`src/hw/blrs_consts.svh`:
```
// constants of the boot-load record source: addresses, codes, field positions, timing
// assumes inclusion by bare name from every design file that needs them
`ifndef BLRS_CONSTS_SVH
`define BLRS_CONSTS_SVH

`define BLRS_RT_ADDR 5'h1F
`define BLRS_SA_LOAD 5'h01
`define BLRS_SA_MODE_LO 5'h00
`define BLRS_SA_MODE_HI 5'h1F
`define BLRS_MC_STATUS 5'h02
`define BLRS_MC_INIT_DEV 5'h14
`define BLRS_MC_INIT_IO 5'h15

`define BLRS_CMD_ADDR_LSB 11
`define BLRS_CMD_TR_BIT 10
`define BLRS_CMD_SA_LSB 5

`define BLRS_ST_ME_BIT 10
`define BLRS_ST_BY_BIT 9
`define BLRS_ST_DR_BIT 8
`define BLRS_ST_TF_BIT 0

`define BLRS_HDR_WORDS 6'h04
`define BLRS_TRL_WORDS 6'h02
`define BLRS_MSG_MAX_WORDS 6'h20
`define BLRS_COUNT_ZERO_WORDS 13'h1000
`define BLRS_LOAD_ADDR_BITS 16
`define BLRS_PAGE_BITS 13

`define BLRS_CLK_PERIOD_NS 25
`define BLRS_RESP_MIN_NS 2000
`define BLRS_RESP_MAX_NS 5000
`define BLRS_RESP_CYC ((`BLRS_RESP_MIN_NS + `BLRS_CLK_PERIOD_NS - 1) / `BLRS_CLK_PERIOD_NS)

`endif

```
`src/hw/blrs_pkg.sv`:
```
// types of the boot-load record source: transfer modes, phases, message kinds
// assumes nothing of its surroundings
package blrs_pkg;

	// transfer mode field encoding of header word 1
	typedef enum logic [1:0] {
		MODE_NONE = 2'h0,
		MODE_UNUSED = 2'h1,
		MODE_16 = 2'h2,
		MODE_32 = 2'h3
	} transfer_mode_t;

	// position in the record sequence
	typedef enum logic [2:0] {
		PH_WAIT_INIT,
		PH_WAIT_HDR,
		PH_DATA,
		PH_TRAILER,
		PH_DONE
	} phase_t;

	// transmitter sequencing
	typedef enum logic [1:0] {
		TX_IDLE,
		TX_DELAY,
		TX_SEND
	} tx_state_t;

	// what follows the status word
	typedef enum logic [1:0] {
		K_NONE,
		K_HDR,
		K_DATA,
		K_TRL
	} msg_kind_t;

endpackage : blrs_pkg

```
`src/hw/blrs_stream_if.sv`:
```
// valid/ready word stream between the record source's own modules
// assumes one clock shared by both ends
`timescale 1ns/1ps
`default_nettype none

interface blrs_stream_if #(
	parameter int W = 32
);
	logic [W-1:0] data; // word carried
	logic valid; // data is offered
	logic ready; // sink takes it this cycle

	modport src (output data, output valid, input ready);
	modport snk (input data, input valid, output ready);
endinterface : blrs_stream_if

`default_nettype wire

```
`src/hw/blrs_buf2.sv`:
```
// two-entry buffer in the load data path; head word comes from a register
// assumes producer and consumer on the same clock
`timescale 1ns/1ps
`default_nettype none

module blrs_buf2 (
	input wire logic clk,
	input wire logic reset_n,
	blrs_stream_if.snk in_s,
	blrs_stream_if.src out_s
);
	logic [$bits(in_s.data)-1:0] d0_r, d0_nxt; // head entry
	logic [$bits(in_s.data)-1:0] d1_r, d1_nxt; // second entry
	logic [1:0] cnt_r, cnt_nxt; // occupancy 0..2
	logic push;
	logic pop;

	// full at two entries, so a stalled reader pushes back on the writer
	assign in_s.ready = (cnt_r != 2'h2);
	assign out_s.valid = (cnt_r != 2'h0);
	assign out_s.data = d0_r;
	assign push = in_s.valid && in_s.ready;
	assign pop = out_s.valid && out_s.ready;

	// next contents
	always_comb begin
		d0_nxt = d0_r;
		d1_nxt = d1_r;
		cnt_nxt = cnt_r;
		if (push && pop) begin
			// through traffic: shift, then refill
			if (cnt_r == 2'h1) begin
				d0_nxt = in_s.data;
			end else begin
				d0_nxt = d1_r;
				d1_nxt = in_s.data;
			end
		end else if (pop) begin
			d0_nxt = d1_r;
			cnt_nxt = cnt_r - 2'h1;
		end else if (push) begin
			if (cnt_r == 2'h0) begin
				d0_nxt = in_s.data;
			end else begin
				d1_nxt = in_s.data;
			end
			cnt_nxt = cnt_r + 2'h1;
		end
	end

	// registers only
	always_ff @(posedge clk or negedge reset_n) begin
		if (!reset_n) begin
			d0_r <= '0;
			d1_r <= '0;
			cnt_r <= 2'h0;
		end else begin
			d0_r <= d0_nxt;
			d1_r <= d1_nxt;
			cnt_r <= cnt_nxt;
		end
	end

endmodule : blrs_buf2

`default_nettype wire

```
`src/hw/blrs_resp_delay.sv`:
```
// one-shot counter: done pulses CYC cycles after start
// assumes start is a one-cycle pulse on the same clock
`timescale 1ns/1ps
`default_nettype none

module blrs_resp_delay #(
	parameter int CYC = 80
) (
	input wire logic clk,
	input wire logic reset_n,
	input wire logic start,
	output logic done
);
	localparam int W = $clog2(CYC + 1);
	logic [W-1:0] cnt_r, cnt_nxt; // cycles still to wait

	// done while the last cycle of the wait runs
	assign done = (cnt_r == W'(1));

	// next count; a fresh start restarts the wait
	always_comb begin
		cnt_nxt = cnt_r;
		if (start) begin
			cnt_nxt = W'(CYC);
		end else if (cnt_r != '0) begin
			cnt_nxt = cnt_r - W'(1);
		end
	end

	// register only
	always_ff @(posedge clk or negedge reset_n) begin
		if (!reset_n) begin
			cnt_r <= '0;
		end else begin
			cnt_r <= cnt_nxt;
		end
	end

endmodule : blrs_resp_delay

`default_nettype wire

```
`src/hw/blrs_top.sv`:
```
// boot-load record source: remote-terminal end answering a bus controller
// assumes a word-level bus decoder/encoder on CLK (40 MHz) and a record source feeding header and data
`timescale 1ns/1ps
`default_nettype none
`include "blrs_consts.svh"

module blrs_top #(
	parameter int LOAD_ADDR_BITS = `BLRS_LOAD_ADDR_BITS,
	parameter int PAGE_BITS = `BLRS_PAGE_BITS
) (
	input wire logic CLK,
	input wire logic RESET_N,
	input wire logic CMD_VALID,
	input wire logic [15:0] CMD_WORD,
	output logic [15:0] TX_WORD,
	output logic TX_IS_STATUS,
	output logic TX_VALID,
	input wire logic TX_READY,
	input wire logic HDR_VALID,
	input wire logic [1:0] HDR_TRANSFER_MODE,
	input wire logic [11:0] HDR_COUNT,
	input wire logic [15:0] HDR_LOAD_ADDR,
	input wire logic [15:0] HDR_ENTRY_ADDR,
	input wire logic [12:0] HDR_PAGE,
	input wire logic HDR_TRANSFER_CONTROL,
	input wire logic [5:0] TRL_PAGE_CNT,
	input wire logic [5:0] TRL_FIRST_PAGE,
	output logic HDR_TAKEN,
	input wire logic [31:0] DATA_IN,
	input wire logic DATA_IN_VALID,
	output logic DATA_IN_READY,
	input wire logic NOT_YET_PREPARED,
	input wire logic TERMINAL_FAULT,
	output logic DATA_AVAILABLE_FLAG,
	output logic BAD_TRANSFER_FLAG,
	output logic LOAD_DONE
);
	// response gap, rounded up to whole cycles
	localparam int RESP_CYC = `BLRS_RESP_CYC;
	// masks keep unused address and page bits at zero
	localparam logic [15:0] ADDR_MASK = 16'((32'h1 << LOAD_ADDR_BITS) - 32'h1);
	localparam logic [12:0] PAGE_MASK = 13'((32'h1 << PAGE_BITS) - 32'h1);

	blrs_stream_if #(.W(32)) in_s (); // record source into buffer
	blrs_stream_if #(.W(32)) out_s (); // buffer into transmitter

	blrs_pkg::phase_t phase_r, phase_nxt; // record sequence position
	blrs_pkg::tx_state_t tx_r, tx_nxt; // transmitter state
	blrs_pkg::msg_kind_t kind_r, kind_nxt; // words after the status word
	logic [15:0] word_r, word_nxt; // word offered to encoder
	logic full_r, full_nxt; // word_r holds an unsent word
	logic stat_r, stat_nxt; // word_r is a status word
	logic [5:0] left_r, left_nxt; // data words still to load
	logic [1:0] idx_r, idx_nxt; // word index inside header/trailer
	logic half_r, half_nxt; // next 32-bit word half is the high one
	logic [15:0] sum_r, sum_nxt; // running checksum
	logic [12:0] rem_r, rem_nxt; // data words left in the record
	logic [1:0] mode_r, mode_nxt; // transfer mode of current header
	logic tc_r, tc_nxt; // transfer_control of current header
	logic me_r, me_nxt; // bad_transfer_flag for the current message
	logic dr_r, dr_nxt; // registered data_available_flag
	logic taken_r, taken_nxt; // header handed over pulse
	logic [1:0] s1_r, s2_r, s3_r; // pin synchroniser stages
	logic [1:0] pins_r, pins_nxt; // filtered {fault, not prepared}

	logic dly_start; // command accepted, start reply gap
	logic dly_done; // reply gap over
	logic hdr_ok; // header on the inputs may be sent
	logic dr_now; // data available for the next load message
	logic src_ok; // next data word can be loaded
	logic take; // encoder takes word_r
	logic load; // load a data word into word_r
	logic [15:0] dword; // next data word
	logic [4:0] cmd_sa;
	logic [4:0] cmd_wc;
	logic cmd_mine;

	blrs_resp_delay #(.CYC(RESP_CYC)) u_delay (
		.clk(CLK),
		.reset_n(RESET_N),
		.start(dly_start),
		.done(dly_done)
	);

	blrs_buf2 u_buf (
		.clk(CLK),
		.reset_n(RESET_N),
		.in_s(in_s),
		.out_s(out_s)
	);

	// source side of the buffer; its ready stalls the record source
	assign in_s.data = DATA_IN;
	assign in_s.valid = DATA_IN_VALID;
	assign DATA_IN_READY = in_s.ready;

	// pin inputs: three stages, a change counts when stages two and three agree
	always_comb begin
		pins_nxt = pins_r;
		if (s2_r[0] == s3_r[0]) begin
			pins_nxt[0] = s3_r[0];
		end
		if (s2_r[1] == s3_r[1]) begin
			pins_nxt[1] = s3_r[1];
		end
	end

	always_ff @(posedge CLK or negedge RESET_N) begin
		if (!RESET_N) begin
			s1_r <= 2'h0;
			s2_r <= 2'h0;
			s3_r <= 2'h0;
			pins_r <= 2'h0;
		end else begin
			s1_r <= {TERMINAL_FAULT, NOT_YET_PREPARED};
			s2_r <= s1_r;
			s3_r <= s2_r;
			pins_r <= pins_nxt;
		end
	end

	// command fields
	assign cmd_sa = CMD_WORD[`BLRS_CMD_SA_LSB +: 5];
	assign cmd_wc = CMD_WORD[4:0];
	// answer only our own address; a command while replying is dropped
	assign cmd_mine = CMD_VALID && (CMD_WORD[`BLRS_CMD_ADDR_LSB +: 5] == `BLRS_RT_ADDR)
		&& (tx_r == blrs_pkg::TX_IDLE);
	assign dly_start = cmd_mine;

	// mode 01 would halt the receiver, so such a header is never offered
	assign hdr_ok = HDR_VALID && (HDR_TRANSFER_MODE != blrs_pkg::MODE_UNUSED);

	// data availability seen by the next status reply
	always_comb begin
		case (phase_r)
			blrs_pkg::PH_WAIT_HDR: dr_now = hdr_ok;
			// polls only look; the buffered word waits for a load command
			blrs_pkg::PH_DATA: dr_now = out_s.valid && (rem_r != 13'h0000);
			blrs_pkg::PH_TRAILER: dr_now = 1'b1;
			default: dr_now = 1'b0;
		endcase
	end

	// next data word for the message in progress
	always_comb begin
		dword = 16'h0000;
		case (kind_r)
			blrs_pkg::K_HDR: begin
				case (idx_r)
					2'h0: dword = {HDR_TRANSFER_MODE, 2'b00, HDR_COUNT};
					2'h1: dword = HDR_LOAD_ADDR & ADDR_MASK;
					// entry address has meaning only with no transfer
					2'h2: dword = (HDR_TRANSFER_MODE == blrs_pkg::MODE_NONE) ?
						(HDR_ENTRY_ADDR & ADDR_MASK) : 16'h0000;
					default: dword = {HDR_PAGE & PAGE_MASK, 2'b00, HDR_TRANSFER_CONTROL};
				endcase
			end
			blrs_pkg::K_DATA: begin
				// 32-bit values: low half first, high half second
				dword = ((mode_r == blrs_pkg::MODE_32) && half_r) ?
					out_s.data[31:16] : out_s.data[15:0];
			end
			blrs_pkg::K_TRL: begin
				dword = (idx_r == 2'h0) ?
					{2'b00, TRL_PAGE_CNT, 2'b00, TRL_FIRST_PAGE} : sum_r;
			end
			default: dword = 16'h0000;
		endcase
	end

	// only memory data can run dry; header and trailer come from held inputs
	assign src_ok = (kind_r != blrs_pkg::K_DATA) || out_s.valid;
	assign take = full_r && TX_READY;
	assign load = (tx_r == blrs_pkg::TX_SEND) && (!full_r || take) && (left_r != 6'h00) && src_ok;
	// a buffer entry leaves after its last half is loaded
	assign out_s.ready = load && (kind_r == blrs_pkg::K_DATA)
		&& ((mode_r != blrs_pkg::MODE_32) || half_r);

	// transmitter and record sequencing
	always_comb begin
		phase_nxt = phase_r;
		tx_nxt = tx_r;
		kind_nxt = kind_r;
		word_nxt = word_r;
		full_nxt = full_r;
		stat_nxt = stat_r;
		left_nxt = left_r;
		idx_nxt = idx_r;
		half_nxt = half_r;
		sum_nxt = sum_r;
		rem_nxt = rem_r;
		mode_nxt = mode_r;
		tc_nxt = tc_r;
		me_nxt = me_r;
		taken_nxt = 1'b0;
		dr_nxt = dr_now;
		case (tx_r)
			blrs_pkg::TX_IDLE: begin
				if (cmd_mine) begin
					tx_nxt = blrs_pkg::TX_DELAY;
					kind_nxt = blrs_pkg::K_NONE;
					left_nxt = 6'h00;
					me_nxt = 1'b0; // cleared for each message without error
					if ((cmd_sa == `BLRS_SA_MODE_LO) || (cmd_sa == `BLRS_SA_MODE_HI)) begin
						// mode codes answer with status only
						if (cmd_wc == `BLRS_MC_INIT_IO) begin
							if (phase_r == blrs_pkg::PH_WAIT_INIT) begin
								phase_nxt = blrs_pkg::PH_WAIT_HDR;
							end
						end else if ((cmd_wc != `BLRS_MC_STATUS) && (cmd_wc != `BLRS_MC_INIT_DEV)) begin
							me_nxt = 1'b1; // undefined mode code
						end
					end else if ((cmd_sa == `BLRS_SA_LOAD) && CMD_WORD[`BLRS_CMD_TR_BIT]) begin
						case (phase_r)
							blrs_pkg::PH_WAIT_HDR: begin
								if (hdr_ok) begin
									kind_nxt = blrs_pkg::K_HDR;
									left_nxt = `BLRS_HDR_WORDS;
								end else begin
									me_nxt = 1'b1;
								end
							end
							blrs_pkg::PH_DATA: begin
								// word count zero stands for a full group
								kind_nxt = blrs_pkg::K_DATA;
								left_nxt = (cmd_wc == 5'h00) ? `BLRS_MSG_MAX_WORDS : {1'b0, cmd_wc};
							end
							blrs_pkg::PH_TRAILER: begin
								kind_nxt = blrs_pkg::K_TRL;
								left_nxt = `BLRS_TRL_WORDS;
							end
							default: me_nxt = 1'b1; // load command out of sequence
						endcase
					end else begin
						me_nxt = 1'b1; // unknown subaddress or direction
					end
				end
			end
			blrs_pkg::TX_DELAY: begin
				// reply gap over: status word first
				if (dly_done) begin
					tx_nxt = blrs_pkg::TX_SEND;
					word_nxt = 16'h0000;
					word_nxt[15 -: 5] = `BLRS_RT_ADDR;
					word_nxt[`BLRS_ST_ME_BIT] = me_r;
					word_nxt[`BLRS_ST_BY_BIT] = pins_r[0];
					word_nxt[`BLRS_ST_DR_BIT] = dr_now;
					word_nxt[`BLRS_ST_TF_BIT] = pins_r[1];
					full_nxt = 1'b1;
					stat_nxt = 1'b1;
					idx_nxt = 2'h0;
					half_nxt = 1'b0;
					if (kind_r == blrs_pkg::K_HDR) begin
						// a new transaction starts the checksum afresh
						sum_nxt = 16'h0000;
						mode_nxt = HDR_TRANSFER_MODE;
						tc_nxt = HDR_TRANSFER_CONTROL;
						rem_nxt = (HDR_COUNT == 12'h000) ? `BLRS_COUNT_ZERO_WORDS : {1'b0, HDR_COUNT};
					end
				end
			end
			blrs_pkg::TX_SEND: begin
				if (load) begin
					word_nxt = dword;
					full_nxt = 1'b1;
					stat_nxt = 1'b0;
					left_nxt = left_r - 6'h01;
					idx_nxt = idx_r + 2'h1;
					// every data word but the checksum itself, carries dropped
					if (!((kind_r == blrs_pkg::K_TRL) && (idx_r == 2'h1))) begin
						sum_nxt = sum_r + dword;
					end
					if (kind_r == blrs_pkg::K_DATA) begin
						half_nxt = (mode_r == blrs_pkg::MODE_32) && !half_r;
						if (rem_r != 13'h0000) begin
							rem_nxt = rem_r - 13'h0001;
						end
					end
				end else if (take) begin
					full_nxt = 1'b0;
				end
				// message over once the last word has been taken
				if (!full_r && (left_r == 6'h00)) begin
					tx_nxt = blrs_pkg::TX_IDLE;
					case (kind_r)
						blrs_pkg::K_HDR: begin
							taken_nxt = 1'b1;
							phase_nxt = (mode_r == blrs_pkg::MODE_NONE) ?
								blrs_pkg::PH_TRAILER : blrs_pkg::PH_DATA;
						end
						blrs_pkg::K_DATA: begin
							if (rem_r == 13'h0000) begin
								phase_nxt = blrs_pkg::PH_TRAILER;
							end
						end
						blrs_pkg::K_TRL: begin
							// more records follow while transfer_control is set
							phase_nxt = tc_r ? blrs_pkg::PH_WAIT_INIT : blrs_pkg::PH_DONE;
						end
						default: phase_nxt = phase_r;
					endcase
				end
			end
			default: tx_nxt = blrs_pkg::TX_IDLE;
		endcase
	end

	// registers only
	always_ff @(posedge CLK or negedge RESET_N) begin
		if (!RESET_N) begin
			phase_r <= blrs_pkg::PH_WAIT_INIT;
			tx_r <= blrs_pkg::TX_IDLE;
			kind_r <= blrs_pkg::K_NONE;
			word_r <= 16'h0000;
			full_r <= 1'b0;
			stat_r <= 1'b0;
			left_r <= 6'h00;
			idx_r <= 2'h0;
			half_r <= 1'b0;
			sum_r <= 16'h0000;
			rem_r <= 13'h0000;
			mode_r <= 2'h0;
			tc_r <= 1'b0;
			me_r <= 1'b0;
			dr_r <= 1'b0;
			taken_r <= 1'b0;
		end else begin
			phase_r <= phase_nxt;
			tx_r <= tx_nxt;
			kind_r <= kind_nxt;
			word_r <= word_nxt;
			full_r <= full_nxt;
			stat_r <= stat_nxt;
			left_r <= left_nxt;
			idx_r <= idx_nxt;
			half_r <= half_nxt;
			sum_r <= sum_nxt;
			rem_r <= rem_nxt;
			mode_r <= mode_nxt;
			tc_r <= tc_nxt;
			me_r <= me_nxt;
			dr_r <= dr_nxt;
			taken_r <= taken_nxt;
		end
	end

	// outputs
	assign TX_WORD = word_r;
	assign TX_IS_STATUS = stat_r;
	assign TX_VALID = full_r;
	assign HDR_TAKEN = taken_r;
	assign DATA_AVAILABLE_FLAG = dr_r;
	assign BAD_TRANSFER_FLAG = me_r;
	assign LOAD_DONE = (phase_r == blrs_pkg::PH_DONE);

endmodule : blrs_top

`default_nettype wire

```
`config.mk`:
```
export PLATFORM = sky130hd
export DESIGN_NAME = blrs_top
export DESIGN_NICKNAME = d
export VERILOG_FILES = /design/src/hw/blrs_pkg.sv /design/src/hw/blrs_stream_if.sv /design/src/hw/blrs_buf2.sv /design/src/hw/blrs_resp_delay.sv /design/src/hw/blrs_top.sv
export VERILOG_INCLUDE_DIRS = /design/src /design/src/hw
export SDC_FILE = /design/constraint.sdc
export NUM_CORES = 1
export LEC_CHECK = 0
export BUFFER_PORTS_ARGS = -buffer_cell sky130_fd_sc_hd__buf_2
export CORE_ASPECT_RATIO = 0.8
export CORE_MARGIN = 1
export CORE_UTILIZATION = 55
export DETAILED_ROUTE_END_ITERATION = 12
export GPL_TIMING_DRIVEN = 0
export PLACE_DENSITY = 0.78
export REMOVE_ABC_BUFFERS = 1
export SYNTH_ARGS = -nofsm -noshare
export SYNTH_HDL_FRONTEND = slang
export SYNTH_HIERARCHICAL = 1
export SYNTH_SLANG_ARGS = --single-unit
export TNS_END_PERCENT = 30
```
`constraint.sdc`:
```
create_clock -name CLK -period 4.8 [get_ports CLK]
set_input_delay 0.72 -clock CLK [delete_from_list [all_inputs] [get_ports CLK]]
set_output_delay 0.72 -clock CLK [all_outputs]
set_load 0.01 [all_outputs]
```
After elaboration in Yosys (flattened, before gate mapping)
Index checks and enable logic that the tools add are counted.
- equal/unequal tests: 43
- bitwise logic cells: 1
- multiplexer cells: 83
- reductions and logical operators: 61
- $add $sub $neg: 7
- operators by type and width (operator ; number):
    2-to-1 mux 32 bit ; 10
    2-to-1 mux 16 bit ; 9
    one-hot mux 16 bit (3 select lines) ; 2
    2-to-1 mux 13 bit ; 6
    one-hot mux 16 bit (2 select lines) ; 2
    2-to-1 mux 6 bit ; 5
    one-hot mux 13 bit (2 select lines) ; 1
    2-to-1 mux 3 bit ; 8
    inequality test 2 bit (second input constant) ; 10
    logical AND 1 bit ; 19
    2-to-1 mux 2 bit ; 9
    one-hot mux 6 bit (3 select lines) ; 1
    2-to-1 mux 1 bit ; 17
    adder 16 bit ; 1
    inequality test 2 x 1 -> 1 bit (second input constant) ; 8
    equality test 5 bit (second input constant) ; 3
    AND reduction 3 bit ; 5
    2-to-1 mux 7 bit ; 2
    logical NOT 13 bit ; 1
    nonzero test 13 bit ; 1
    subtractor 13 x 1 -> 13 bit (second input constant) ; 1
    logical NOT 12 bit ; 1
    one-hot mux 2 bit (3 select lines) ; 2
    one-hot mux 6 bit (2 select lines) ; 1
    39 further kinds ; 70
- bits in registers: 150
- word-level logic and storage cells: 220
- output and inout bits: 23

Longest topological paths before layout
Gate-level depths: netlist of run 1.
- depth in word-level cells: 11
- mapped depth: 21

Cells and area by module
Netlist of run 1, hierarchy kept.
- by module, submodules not included (module ; times used ; area each (um2) ; cells an instance ; seq. area each (um2)):
    blrs_top ; 1 ; 5411.4 ; 651 ; 1926.8
    blrs_buf2 ; 1 ; 3679.8 ; 391 ; 1651.6
    blrs_resp_delay ; 1 ; 404.1 ; 42 ; 175.2

Worst setup path before layout of run 1
Ideal clock, no wire load.
- kind: register to register
- from: register idx_r[0]
- to: register sum_r[7]
- required time: 4.682 ns
- data arrival time: 4.018 ns
- slack: 0.664 ns
- library setup time: 0.118 ns
- buffers on the path: 3
- cell stages (with the launch flop): 21
- cell sequence: dfrtp_1 inv_1 ha_1 buf_6 clkbuf_1 clkbuf_1 o21ai_0 nand2_1 o31ai_1 a21oi_1 inv_1 ha_1 a21o_1 a21o_1 nor4_1 o41ai_2 maj3_1 a21oi_1 xnor2_1 a21o_1 a21o_1
- word-level cells in the longest chain between the ends: 7
- elaborated cells between the ends (all ways): 13
- classes of those cells: add/sub: 1; eq/ne: 3; mux: 6; reduce/logical: 3
- ends and longest elaborated chain (what ; RTL line ; source):
    from (decl) ; blrs_top.sv:54 ; logic [1:0] idx_r, idx_nxt;
    from (signal assigned) ; blrs_top.sv:335 ; idx_r <= idx_nxt;
    equality test 2 bit (tied with other cells) ; blrs_top.sv:149 ; case (idx_r)
    one-hot mux 16 bit (3 select lines) / 2-to-1 mux 16 bit (equally long branches) ; blrs_top.sv:149, blrs_top.sv:164 ;
    one-hot mux 16 bit (3 select lines) ; blrs_top.sv:147 ; case (kind_r)
    adder 16 bit ; blrs_top.sv:271 ; sum_nxt = sum_r + dword;
    2-to-1 mux 16 bit ; blrs_top.sv:270 ; if (!((kind_r == blrs_pkg::K_TRL) && (idx_r == 2'h1))) begin
    2-to-1 mux 16 bit ; blrs_top.sv:263 ; if (load) begin
    one-hot mux 16 bit (2 select lines) ; blrs_top.sv:197 ; case (tx_r)
    to (signal assigned) ; blrs_top.sv:337 ; sum_r <= sum_nxt;
    to (decl) ; blrs_top.sv:56 ; logic [15:0] sum_r, sum_nxt;
Parallel ways exist; a longest one is shown, timed or not. The select of a mux whose other input is x is not followed.
A chain may end at the register's enable or synchronous reset.

Worst setup path after layout of run 1
- from: register kind_r[1]
- to: register u_buf.d1_r[18]
- word-level cells in the longest chain between the ends: 9
- elaborated cells between the ends (all ways): 14
- classes of those cells: eq/ne: 5; mux: 1; reduce/logical: 8
- ends and longest elaborated chain (what ; RTL line ; source):
    from (decl) ; blrs_top.sv:49 ; blrs_pkg::msg_kind_t kind_r, kind_nxt;
    from (signal assigned) ; blrs_top.sv:313 ; kind_r <= blrs_pkg::K_NONE;
    from (signal assigned) ; blrs_top.sv:330 ; kind_r <= kind_nxt;
    inequality test 2 bit ; blrs_top.sv:172 ; assign src_ok = (kind_r != blrs_pkg::K_DATA) || out_s.valid;
    logical OR 1 bit ; blrs_top.sv:172 ;
    logical AND 1 bit ; blrs_top.sv:174 ; assign load = (tx_r == blrs_pkg::TX_SEND) && (!full_r || take) && (left_r != 6'h00) && src_ok;
    logical AND 1 bit (*) ; blrs_top.sv:176 ; assign out_s.ready = load && (kind_r == blrs_pkg::K_DATA)
    logical AND 1 bit (*) ; blrs_top.sv:177 ; && ((mode_r != blrs_pkg::MODE_32) || half_r);
    via out_s.ready ; blrs_stream_if.sv:11 ; logic ready;
    logical AND 1 bit (*) ; blrs_buf2.sv:23 ; assign pop = out_s.valid && out_s.ready;
    logical AND 1 bit ; blrs_buf2.sv:30 ; if (push && pop) begin
    inequality test 2 bit (no source line) (tied with other cells) ; - ;
    AND reduction 4 bit (no source line) ; - ;
    to (signal assigned) ; blrs_buf2.sv:59 ; d1_r <= d1_nxt;
    to (decl) ; blrs_buf2.sv:13 ; logic [$bits(in_s.data)-1:0] d1_r, d1_nxt;
Mark *: on every way through the listed nets, which the timed path passes. The rest lies on a longest branch.

==> metrics.txt, run 1 <==
status finished clean; final HPWL from detailed placement between 15000 and 20000 µm; CP Max Fanout 33; CP Launch Type register; pre-CTS worst setup slack -647 ps; arrival time at the worst endpoint ~4800 ps; global-route wire length before repair roughly 44000 µm; area growth from synthesis to layout 15.0%; layout cells sized above 1 a little over a fifth; R2R Setup Slk between 200 and 300 ps; antenna violations before repair 1; Max Slew Vio Count 0; drt initial violations 876; # diodes 0; Vias/cell between 6 and 7; number of synthesized register bits 150; drt total wl ~28000 µm; CP Cell Sequence nand2b_2, o2111ai_2, nor3_1, nor2b_4, ha_1, or3b_4, o21a_4, o211ai_1; Root Buffer Master clkbuf_16; Combinational Power Share a little over a third; vias in the first global route around 8300; syn avg cell area about 8.8 µm²; unrepaired setup endpoints after global routing false; final setup margin approximately 250 ps; CP max-delay cell dfrtp_1; post-synthesis mux area share between 3 and 4%; P_int 0.00323 W; CTS max path bufs 2; largest family of logic cells by synthesized area compound AO/OA/AOI/OAI gates; largest net degree at the start of global routing slightly below 100; Cells after Synth roughly 1100; Total GRT Usage 31.6%; clk slew on worst S/H paths about 60 ps; distinct cell type count of the synthesized netlist 75; drc violations 0; leakage power approximately 5 nW; CTS tree built; Final period util a little over nine tenths; I/O pin count 151; Placed Area 0.0103 mm²; die span in y roughly 120 µm; Min-Delay Path Class input port to asynchronous set/reset pin; Main synth FF type dfrtp_1; sw power ~0.0019 W; CP Buf/Inv Count 0; Power Dens Cells 466 mW/mm²; Flop pwr share approximately 39%; final hold viol count 0; Vias roughly 9000; EDFF count, synth 0; cts hold-fix bufs 0; Setup TNS 0 ps; Post-synth ARST share 100%; post-synthesis xor/xnor area fraction under 10%; Mapped Area approximately 0.0095 mm²; cell family with most CP delay simple AND/OR/NAND/NOR gates; CTS buffer count 17; Worst Skew just over 9 ps; Slew @ Worst Pin approximately 1300 ps; synth warn 6; Rows 42; critical path class register to register; Initial Util ~57%; Skew-Pair Late Insertion Delay 430 ps; switching part of the total 36.6%; placed cells between 1000 and 1500; CP endpoint kind register; max cap viols 0; Peak VDD IR ~0.25 mV; post-route insts no fill between 1000 and 1500; Max Clk Rate roughly 220 MHz; clock share of power between 20% and 30%; Post-layout nets about 1300; wire length per cell 19.8 µm; sequential-to-total area share from yosys stat roughly two fifths; die width between 100 and 150 µm; I/O Buffers 150; post-route ant nets 0; Fin Hold WS approximately 260 ps; Overflow after GRT 0; Die ar. 0.0178 mm²; fin crit period ~4500 ps; WP data required 5080 ps; Synth Area in Adders under 10%; Setup violations, final 0; Post-Synth Simple-Gate Area between 20% and 30%; Max-slew headroom between 10% and 20%; most frequent cells in the layout dfrtp_1, buf_2, nand2_1, o21ai_0, nor2_1; core area 0.0167 mm²; DRT Pass-1 Iters 8; design area around 0.011 mm²; Routability Congestion around 0.94; H-Tree Depth 4; Compound-Gate Fraction of Synth Area 25.7%; clock sink count 150; crit-path max cell delay approximately 730 ps
==> what timing repair did <==
action                     in CTS  in global routing
setup endpoints to repair      36                 37
buffers inserted                0                  0
gates resized for setup         3                  3
cloned                          1                  0
==> path summary, 6_finish.rpt <==
path                            from              to  cells past startpoint
setup / recovery           kind_r[1]  u_buf/d1_r[18]                      8
hold / removal               RESET_N   u_buf/d1_r[6]                      1
setup reg to reg           kind_r[1]  u_buf/d1_r[18]                      8
hold reg to reg              s1_r[0]         s2_r[0]                      0
max in group asynchronous    RESET_N       kind_r[0]                      2
min in group CLK             s1_r[0]         s2_r[0]                      0
==> layout make-up <==
type                    count  area (µm²)
clock inverters             9         103
inverters                  40         150
fillers                  1396        5790
flip-flops and latches    150        3750
repair buffers            158         913
clock buffers              22         464
well taps                 220         275
multi-input cells         808        5260
==> layer usage <==
metal  share of wire, %  track usage (%)  vias up
met5                  0                0        -
met1                 43             44.2     4303
li1                   -                -     4165
met4                2.1             9.76        0
met3                9.8             8.10       43
met2                 46             47.9      455
==> per-stage QoR <==
stage          power (W)  utilization, %
2_1_floorplan    0.00316               -
3_3_place_gp     0.00365            60.6
3_5_place_dp     0.00376            61.8
4_1_cts          0.00508            65.3
5_1_grt          0.00539            65.4
6_report         0.00509            65.4
==> state kept, by name, indices dropped and copies added (netlist names), 3 cells and up <==
register,count
sum_r,16
phase_r,3
u_buf/out_s.data,32
u_buf/d1_r,32
rem_r,13
TX_WORD,16
u_delay/cnt_r,7
left_r,6
==> cells in the mapped netlist (5+ instances only) <==
master,number,area share [%]
inv_1,40,1.6
a21oi_1,37,2.0
o22ai_1,7,0.46
nor3b_1,5,0.40
nand3_1,49,2.6
nor2b_1,5,0.33
a211o_1,5,0.46
ha_1,24,3.2
a22oi_1,9,0.71
xor2_1,5,0.46
o211ai_1,38,3.0
nand3b_1,9,0.71
nand2_1,131,5.2
nor3_1,51,2.7
o211ai_2,30,4.0
o21ai_0,92,4.8
mux2_2,9,1.1
a31oi_1,38,2.5
and2_1,5,0.33
buf_6,5,0.59
xnor2_1,10,0.92
o31ai_1,8,0.63
nor4_1,11,0.72
a21o_1,10,0.79
clkbuf_1,61,2.4
a221o_1,6,0.63
dfrtp_1,150,40
mux2i_1,22,2.3
o221ai_1,5,0.46
nor2_1,59,2.3
buf_2,15,0.79
a221oi_1,16,1.5
nand2b_1,41,2.7
==> power by group through the flow <==
stage | registers, W | clock network, W | logic [W]
floorplan | 0.00192 | 0 | 0.00124
global placement | 0.00197 | 0 | 0.00168
detailed placement | 0.00199 | 0 | 0.00177
CTS | 0.00197 | 0.00132 | 0.00179
global route | 0.00203 | 0.00137 | 0.00199
finish | 0.00198 | 0.00130 | 0.00182
==> cells by family after synthesis <==
group / Yosys count
AO/OA/AOI/OAI: 338
multiplexers: 31
AND/OR/NAND/NOR: 394
buffers and inverters: 127
adder cells (fa/ha/maj): 29
XOR/XNOR: 15
flip-flops: 150
Note: power is estimated with default switching activity, not from simulation.
==> run 2, diff against run 1 <==
- REMOVE_ABC_BUFFERS: 1 -> default
==> run 2 against run 1 <==
Total power grew 1.6%; critical path depth up 5; cell count grew 5.6%; die area unchanged; register-to-register slack improved by 60 ps; first-iteration DRC count up 41%; critical endpoint is now u_buf/out_s.data[15].
==> metrics.txt, run 2 (synthesis results as in run 1) <==
H-Tree Depth 4 (unchanged); drt initial violations 1233 (was 876); post-route ant nets 0 (unchanged); met3 Use GR 8.06% (was 8.10%); drc violations 0 (unchanged); reg-to-reg critical path endpoint u_buf/out_s.data[15] (was u_buf/d1_r[18]); Initial Util 56.8% (unchanged); Peak VDD IR 0.275 mV (was 0.249 mV); Post-layout nets 1406 (was 1328); die width 149 µm (unchanged); Fin Hold WS 221 ps (was 263 ps); Syn Nets about 1200; post-cts repair resize count 1 (was 3); area growth from synthesis to layout 17.0% (was 15.0%); routing usage on met2 52.2% (was 47.9%); Max-slew headroom 35.3% (was 13.9%); CP Max Fanout 10 (was 33); CP Launch Type register (unchanged); arrival time at the worst endpoint 4830 ps (about the same); CP endpoint kind register (unchanged); commonest non-fill, non-tap cell in the layout buf_2; final setup margin 316 ps (was 252 ps); fin crit period 4480 ps (was 4550 ps); GRT busiest layer met2 (unchanged); final HPWL from detailed placement 22400 µm (was 18600 µm); Min-Delay Path Class input port to asynchronous set/reset pin (unchanged); pre-CTS worst setup slack -207 ps (was -647 ps); global-route wire length before repair 48100 µm (was 43700 µm); Die ar. 0.0178 mm² (unchanged); clock sink count 150 (unchanged); multi-input logic area 0.00521 mm² (was 0.00526 mm²); max cap viols 0 (unchanged); Worst Skew 10.8 ps (was 9.27 ps); cts hold-fix bufs 0 (unchanged); Setup violations, final 0 (unchanged); I/O pin count 151 (unchanged); antenna violations before repair 0 (was 1); drt total wl 30500 µm (was 27800 µm); Root Buffer Master clkbuf_16 (unchanged); largest net degree at the start of global routing 99 (was 97); unrepaired setup endpoints after global routing false (unchanged); layout cells sized above 1 20.9% (was 21.7%); Max Clk Rate 223 MHz (was 220 MHz); clk slew on worst S/H paths 70 ps (was 60 ps); filler cell count 1425 (was 1396); WP data required 5140 ps (was 5080 ps); Total GRT Usage 35.3% (was 31.6%); CTS buffer count 17 (unchanged); I/O Buffers 150 (unchanged); Final period util 93.4% (was 94.7%); wire length per cell 20.5 µm (was 19.8 µm); final core occ 66.5% (was 65.4%); R2R Setup Slk 320 ps (was 250 ps); core area 0.0167 mm² (unchanged); design area 0.0111 mm² (was 0.0109 mm²); Skew-Pair Late Insertion Delay 440 ps (was 430 ps); status finished clean (unchanged); Post-CTS Setup Bufs 0 (unchanged); Rows 42 (unchanged); Slew @ Worst Pin 970 ps (was 1290 ps); critical path class register to register (unchanged); Max Slew Vio Count 0 (unchanged); final hold viol count 0 (unchanged); CTS tree built (unchanged); leakage power 5.11 nW (was 4.99 nW); worst reg-to-reg path cell count 13 (was 8); met1 Use GR 51.1% (was 44.2%); # diodes 0 (unchanged); die span in y 120 µm (unchanged); DRT Pass-1 Iters 6 (was 8); vias in the first global route 9066 (was 8325); Placed Area 0.0106 mm² (was 0.0103 mm²); storage element area 0.00375 mm² (about the same); Power Dens Cells 466 mW/mm² (about the same); Vias 9532 (was 8966); most frequent cells in the layout buf_2, dfrtp_1, nand2_1, o21ai_0 (was dfrtp_1, buf_2, nand2_1, o21ai_0, nor2_1); CTS max path bufs 2 (unchanged); Vias/cell 6.41 (was 6.37); Routability Congestion 0.962 (was 0.940); Critical R2R Launch kind_r[1] (unchanged); Overflow after GRT 0 (unchanged)
-- run 2: cell types whose count changed in the layout (fill, tap and decap cells not counted), moves of 4 or more --
| cell | change |
|---|---|
| clkbuf_1 | +56 |
| buf_2 | +15 |
| clkbuf_2 | +5 |
| buf_6 | +4 |
| clkinv_4 | +4 |
-- run 2: final cells by class --
type	count	area share (%)
Multi-Input combinational cell	807	46.9
Clock inverter	12	0.969
Timing Repair Buffer	151	7.06
Buffer	86	3.54
Clock buffer	20	3.93
Sequential cell	150	33.8
Tap cell	220	2.48
Inverter	40	1.35
-- run 2: worst max path at each step --
stage	startpoint	endpoint	slack, ps	cells past startpoint
final	kind_r[1]	u_buf/out_s.data[15]	320	13
after global routing	idx_r[0]	sum_r[14]	60	18
after CTS	idx_r[0]	sum_r[14]	9	19
after detailed placement	idx_r[0]	sum_r[14]	-210	19
after global placement	idx_r[0]	sum_r[14]	-180	19
after floorplan	idx_r[0]	sum_r[7]	660	20
-- run 2: metrics by stage --
step / TNS (ps) / std cells / total power [W]
after floorplan: 0 / 1084 / 0.00324
after global placement: -470 / 1454 / 0.00379
after detailed placement: -754 / 1455 / 0.00387
after CTS: 0 / 1487 / 0.00513
after global routing: 0 / 1486 / 0.00544
final: 0 / 1486 / 0.00518
-- run 2: power by group --
part / internal, W / switching [W] / total, W / leakage (nW)
sequential: 0.00167 / 0.000358 / 0.00203 / 1.87
clock: 0.000711 / 0.000551 / 0.00126 / 0.260
combinational: 0.000796 / 0.00109 / 0.00189 / 2.99
total: 0.00317 / 0.00200 / 0.00518 / 5.11
-- run 2: metal layers --
layer  routed length (µm)  vias to the layer above  share of wire, %
met3                 3270                       72                11
met4                  759                        0               2.5
met5                    0                        -                 0
met1                13300                     4521                44
li1                     -                     4320                 -
met2                13200                      619                43
-- run 2: worst max-delay path: stages (launching register included) --
cell and delay (ps):
dfrtp_1 410, nand2b_1 80, clkbuf_1 400, o2111ai_1 400, clkbuf_2 380, nor3_1 340
nor2b_1 430, buf_4 270, buf_2 250, ha_1 250, nor2b_1 360, clkbuf_1 400
o21ai_0 200, a31oi_1 220
==> run 3, diff against run 2 <==
- CORE_UTILIZATION: 55 -> 40
- PLACE_DENSITY: 0.78 -> default
==> run 3 against run 2 <==
First-iteration DRC count decreased by 29%; clock power increased by 9.5%; via count decreased by 3.4%; routed wire length increased by 3.1%; total power increased by 1.8%; final area increased by 1.5%; critical path depth unchanged; flip-flop and latch count unchanged; worst setup slack improved by 6.7 ps; utilization decreased by 18 points; register-to-register slack about the same; critical path type unchanged; largest power group unchanged; highest routed layer unchanged.
==> metrics.txt, run 3 (synthesis results as in run 1) <==
drt total wl 31400 µm (was 30500 µm); final HPWL from detailed placement 23400 µm (was 22400 µm); Die ar. 0.0244 mm² (was 0.0178 mm²); Placed Area 0.0107 mm² (was 0.0106 mm²); Vias 9206 (was 9532); arrival time at the worst endpoint 4830 ps (about the same); core area 0.0233 mm² (was 0.0167 mm²); clk slew on worst S/H paths 70 ps (about the same); Slew @ Worst Pin 942 ps (was 970 ps); # diodes 0 (unchanged); DRT Pass-1 Iters 7 (was 6); antenna violations before repair 0 (unchanged); clock share of power 26.1% (was 24.4%); max cap viols 0 (unchanged); CTS tree built (unchanged); drt initial violations 875 (was 1233); post-cts repair resize count 1 (unchanged); Post-layout nets 1406 (unchanged); Power Dens Cells 467 mW/mm² (was 466 mW/mm²); placed cells 1547 (was 1455); die width 174 µm (was 149 µm); CP Launch Type register (unchanged); CP Max Fanout 10 (unchanged); die span in y 140 µm (was 120 µm); R2R Setup Slk 320 ps (about the same); I/O Buffers 150 (unchanged); final core occ 48.3% (was 66.5%); Min-Delay Path Class input port to asynchronous set/reset pin (unchanged); Combinational Power Share 35.4% (was 36.5%); Root Buffer Master clkbuf_16 (unchanged); final setup margin 323 ps (was 316 ps); Max-slew headroom 37.2% (was 35.3%); Post-CTS Setup Bufs 0 (unchanged); layout cells sized above 1 21.0% (was 20.9%); fin crit period 4480 ps (about the same); CTS max path bufs 2 (unchanged); Rows 50 (was 42); post-route ant nets 0 (unchanged); most frequent cells in the layout buf_2, dfrtp_1, nand2_1, o21ai_0, nor2_1 (was buf_2, dfrtp_1, nand2_1, o21ai_0); design area 0.0113 mm² (was 0.0111 mm²); sw power 0.00206 W (was 0.00200 W); Flop pwr share 38.4% (was 39.1%); switching part of the total 39.2% (was 38.7%); critical path class register to register (unchanged); Fin Hold WS 201 ps (was 221 ps); Worst Skew 8.63 ps (was 10.8 ps); pre-CTS worst setup slack -63.4 ps (was -207 ps); Max Slew Vio Count 0 (unchanged); Skew-Pair Late Insertion Delay 430 ps (was 440 ps); Syn Nets 1237 (unchanged); Routability Congestion 0.893 (was 0.962); clock sink count 150 (unchanged); global-route wire length before repair 49500 µm (was 48100 µm); largest net degree at the start of global routing 90 (was 99); status finished clean (unchanged); final hold viol count 0 (unchanged); drc violations 0 (unchanged); leakage power 5.14 nW (was 5.11 nW); Total GRT Usage 26.3% (was 35.3%); CP endpoint kind register (unchanged); Peak VDD IR 0.225 mV (was 0.275 mV); cts hold-fix bufs 0 (unchanged); commonest non-fill, non-tap cell in the layout buf_2 (unchanged); post-route insts no fill 1578 (was 1486); P_int 0.00321 W (was 0.00317 W); wire length per cell 19.9 µm (was 20.5 µm); WP data required 5150 ps (was 5140 ps); H-Tree Depth 4 (unchanged); Setup violations, final 0 (unchanged); Initial Util 40.7% (was 56.8%); area growth from synthesis to layout 18.7% (was 17.0%); CTS buffer count 17 (unchanged); Overflow after GRT 0 (unchanged); Max Clk Rate 223 MHz (about the same); I/O pin count 151 (unchanged); unrepaired setup endpoints after global routing false (unchanged); vias in the first global route 8596 (was 9066); Vias/cell 5.83 (was 6.41); Final period util 93.3% (was 93.4%)
==> run 3: final timing paths <==
kind,startpoint,end,depth (start not counted)
max in group asynchronous,RESET_N,u_buf/d1_r[30],2
worst min-delay path,RESET_N,rem_r[1],1
worst min register to register,s1_r[0],s2_r[0],0
min in group CLK,s1_r[0],s2_r[0],0
worst max register to register,kind_r[1],u_buf/out_s.data[0],13
worst max-delay path,kind_r[1],u_buf/out_s.data[0],13
==> run 3: power groups by stage <==
| stage | Sequential (W) | Clock (W) | Combinational (W) |
|---|---|---|---|
| 3_5_place_dp | 0.00203 | 0 | 0.00185 |
| 6_report | 0.00202 | 0.00138 | 0.00187 |
| 4_1_cts | 0.00201 | 0.00141 | 0.00185 |
| 3_3_place_gp | 0.00203 | 0 | 0.00181 |
| 2_1_floorplan | 0.00191 | 0 | 0.00133 |
| 5_1_grt | 0.00206 | 0.00146 | 0.00207 |
==> run 3: final cells by class <==
| class | count | area, µm² |
|---|---|---|
| Multi-Input combinational cell | 807 | 5210 |
| Clock buffer | 18 | 429 |
| Buffer | 86 | 392 |
| Inverter | 40 | 150 |
| Sequential cell | 150 | 3750 |
| Tap cell | 312 | 390 |
| Clock inverter | 14 | 160 |
| Fill cell | 2288 | 12100 |
| Timing Repair Buffer | 151 | 788 |
==> run 3: layer usage <==
metal	routed length [µm]	GRT usage (%)	up-vias
met1	15100	39.9	4431
met2	13100	37.1	421
met5	0	0	-
met4	623	7.29	0
met3	2670	5.57	34
li1	-	-	4320
==> run 3: through the flow <==
step           setup TNS, ps  power, W
4_1_cts                    0   0.00527
3_3_place_gp           -64.6   0.00384
6_report                   0   0.00527
2_1_floorplan              0   0.00324
3_5_place_dp            -213   0.00388
5_1_grt                    0   0.00559
==> run 3: critical path, stage by stage, from the launching register on <==
cell and delay (ps):
dfrtp_1 410, nand2b_1 80, clkbuf_1 430, o2111ai_1 390, clkbuf_1 410, nor3_1 420, nor2b_1 370, buf_4 260
buf_2 230, ha_1 250, nor2b_1 370, clkbuf_1 390, o21ai_0 200, a31oi_1 190
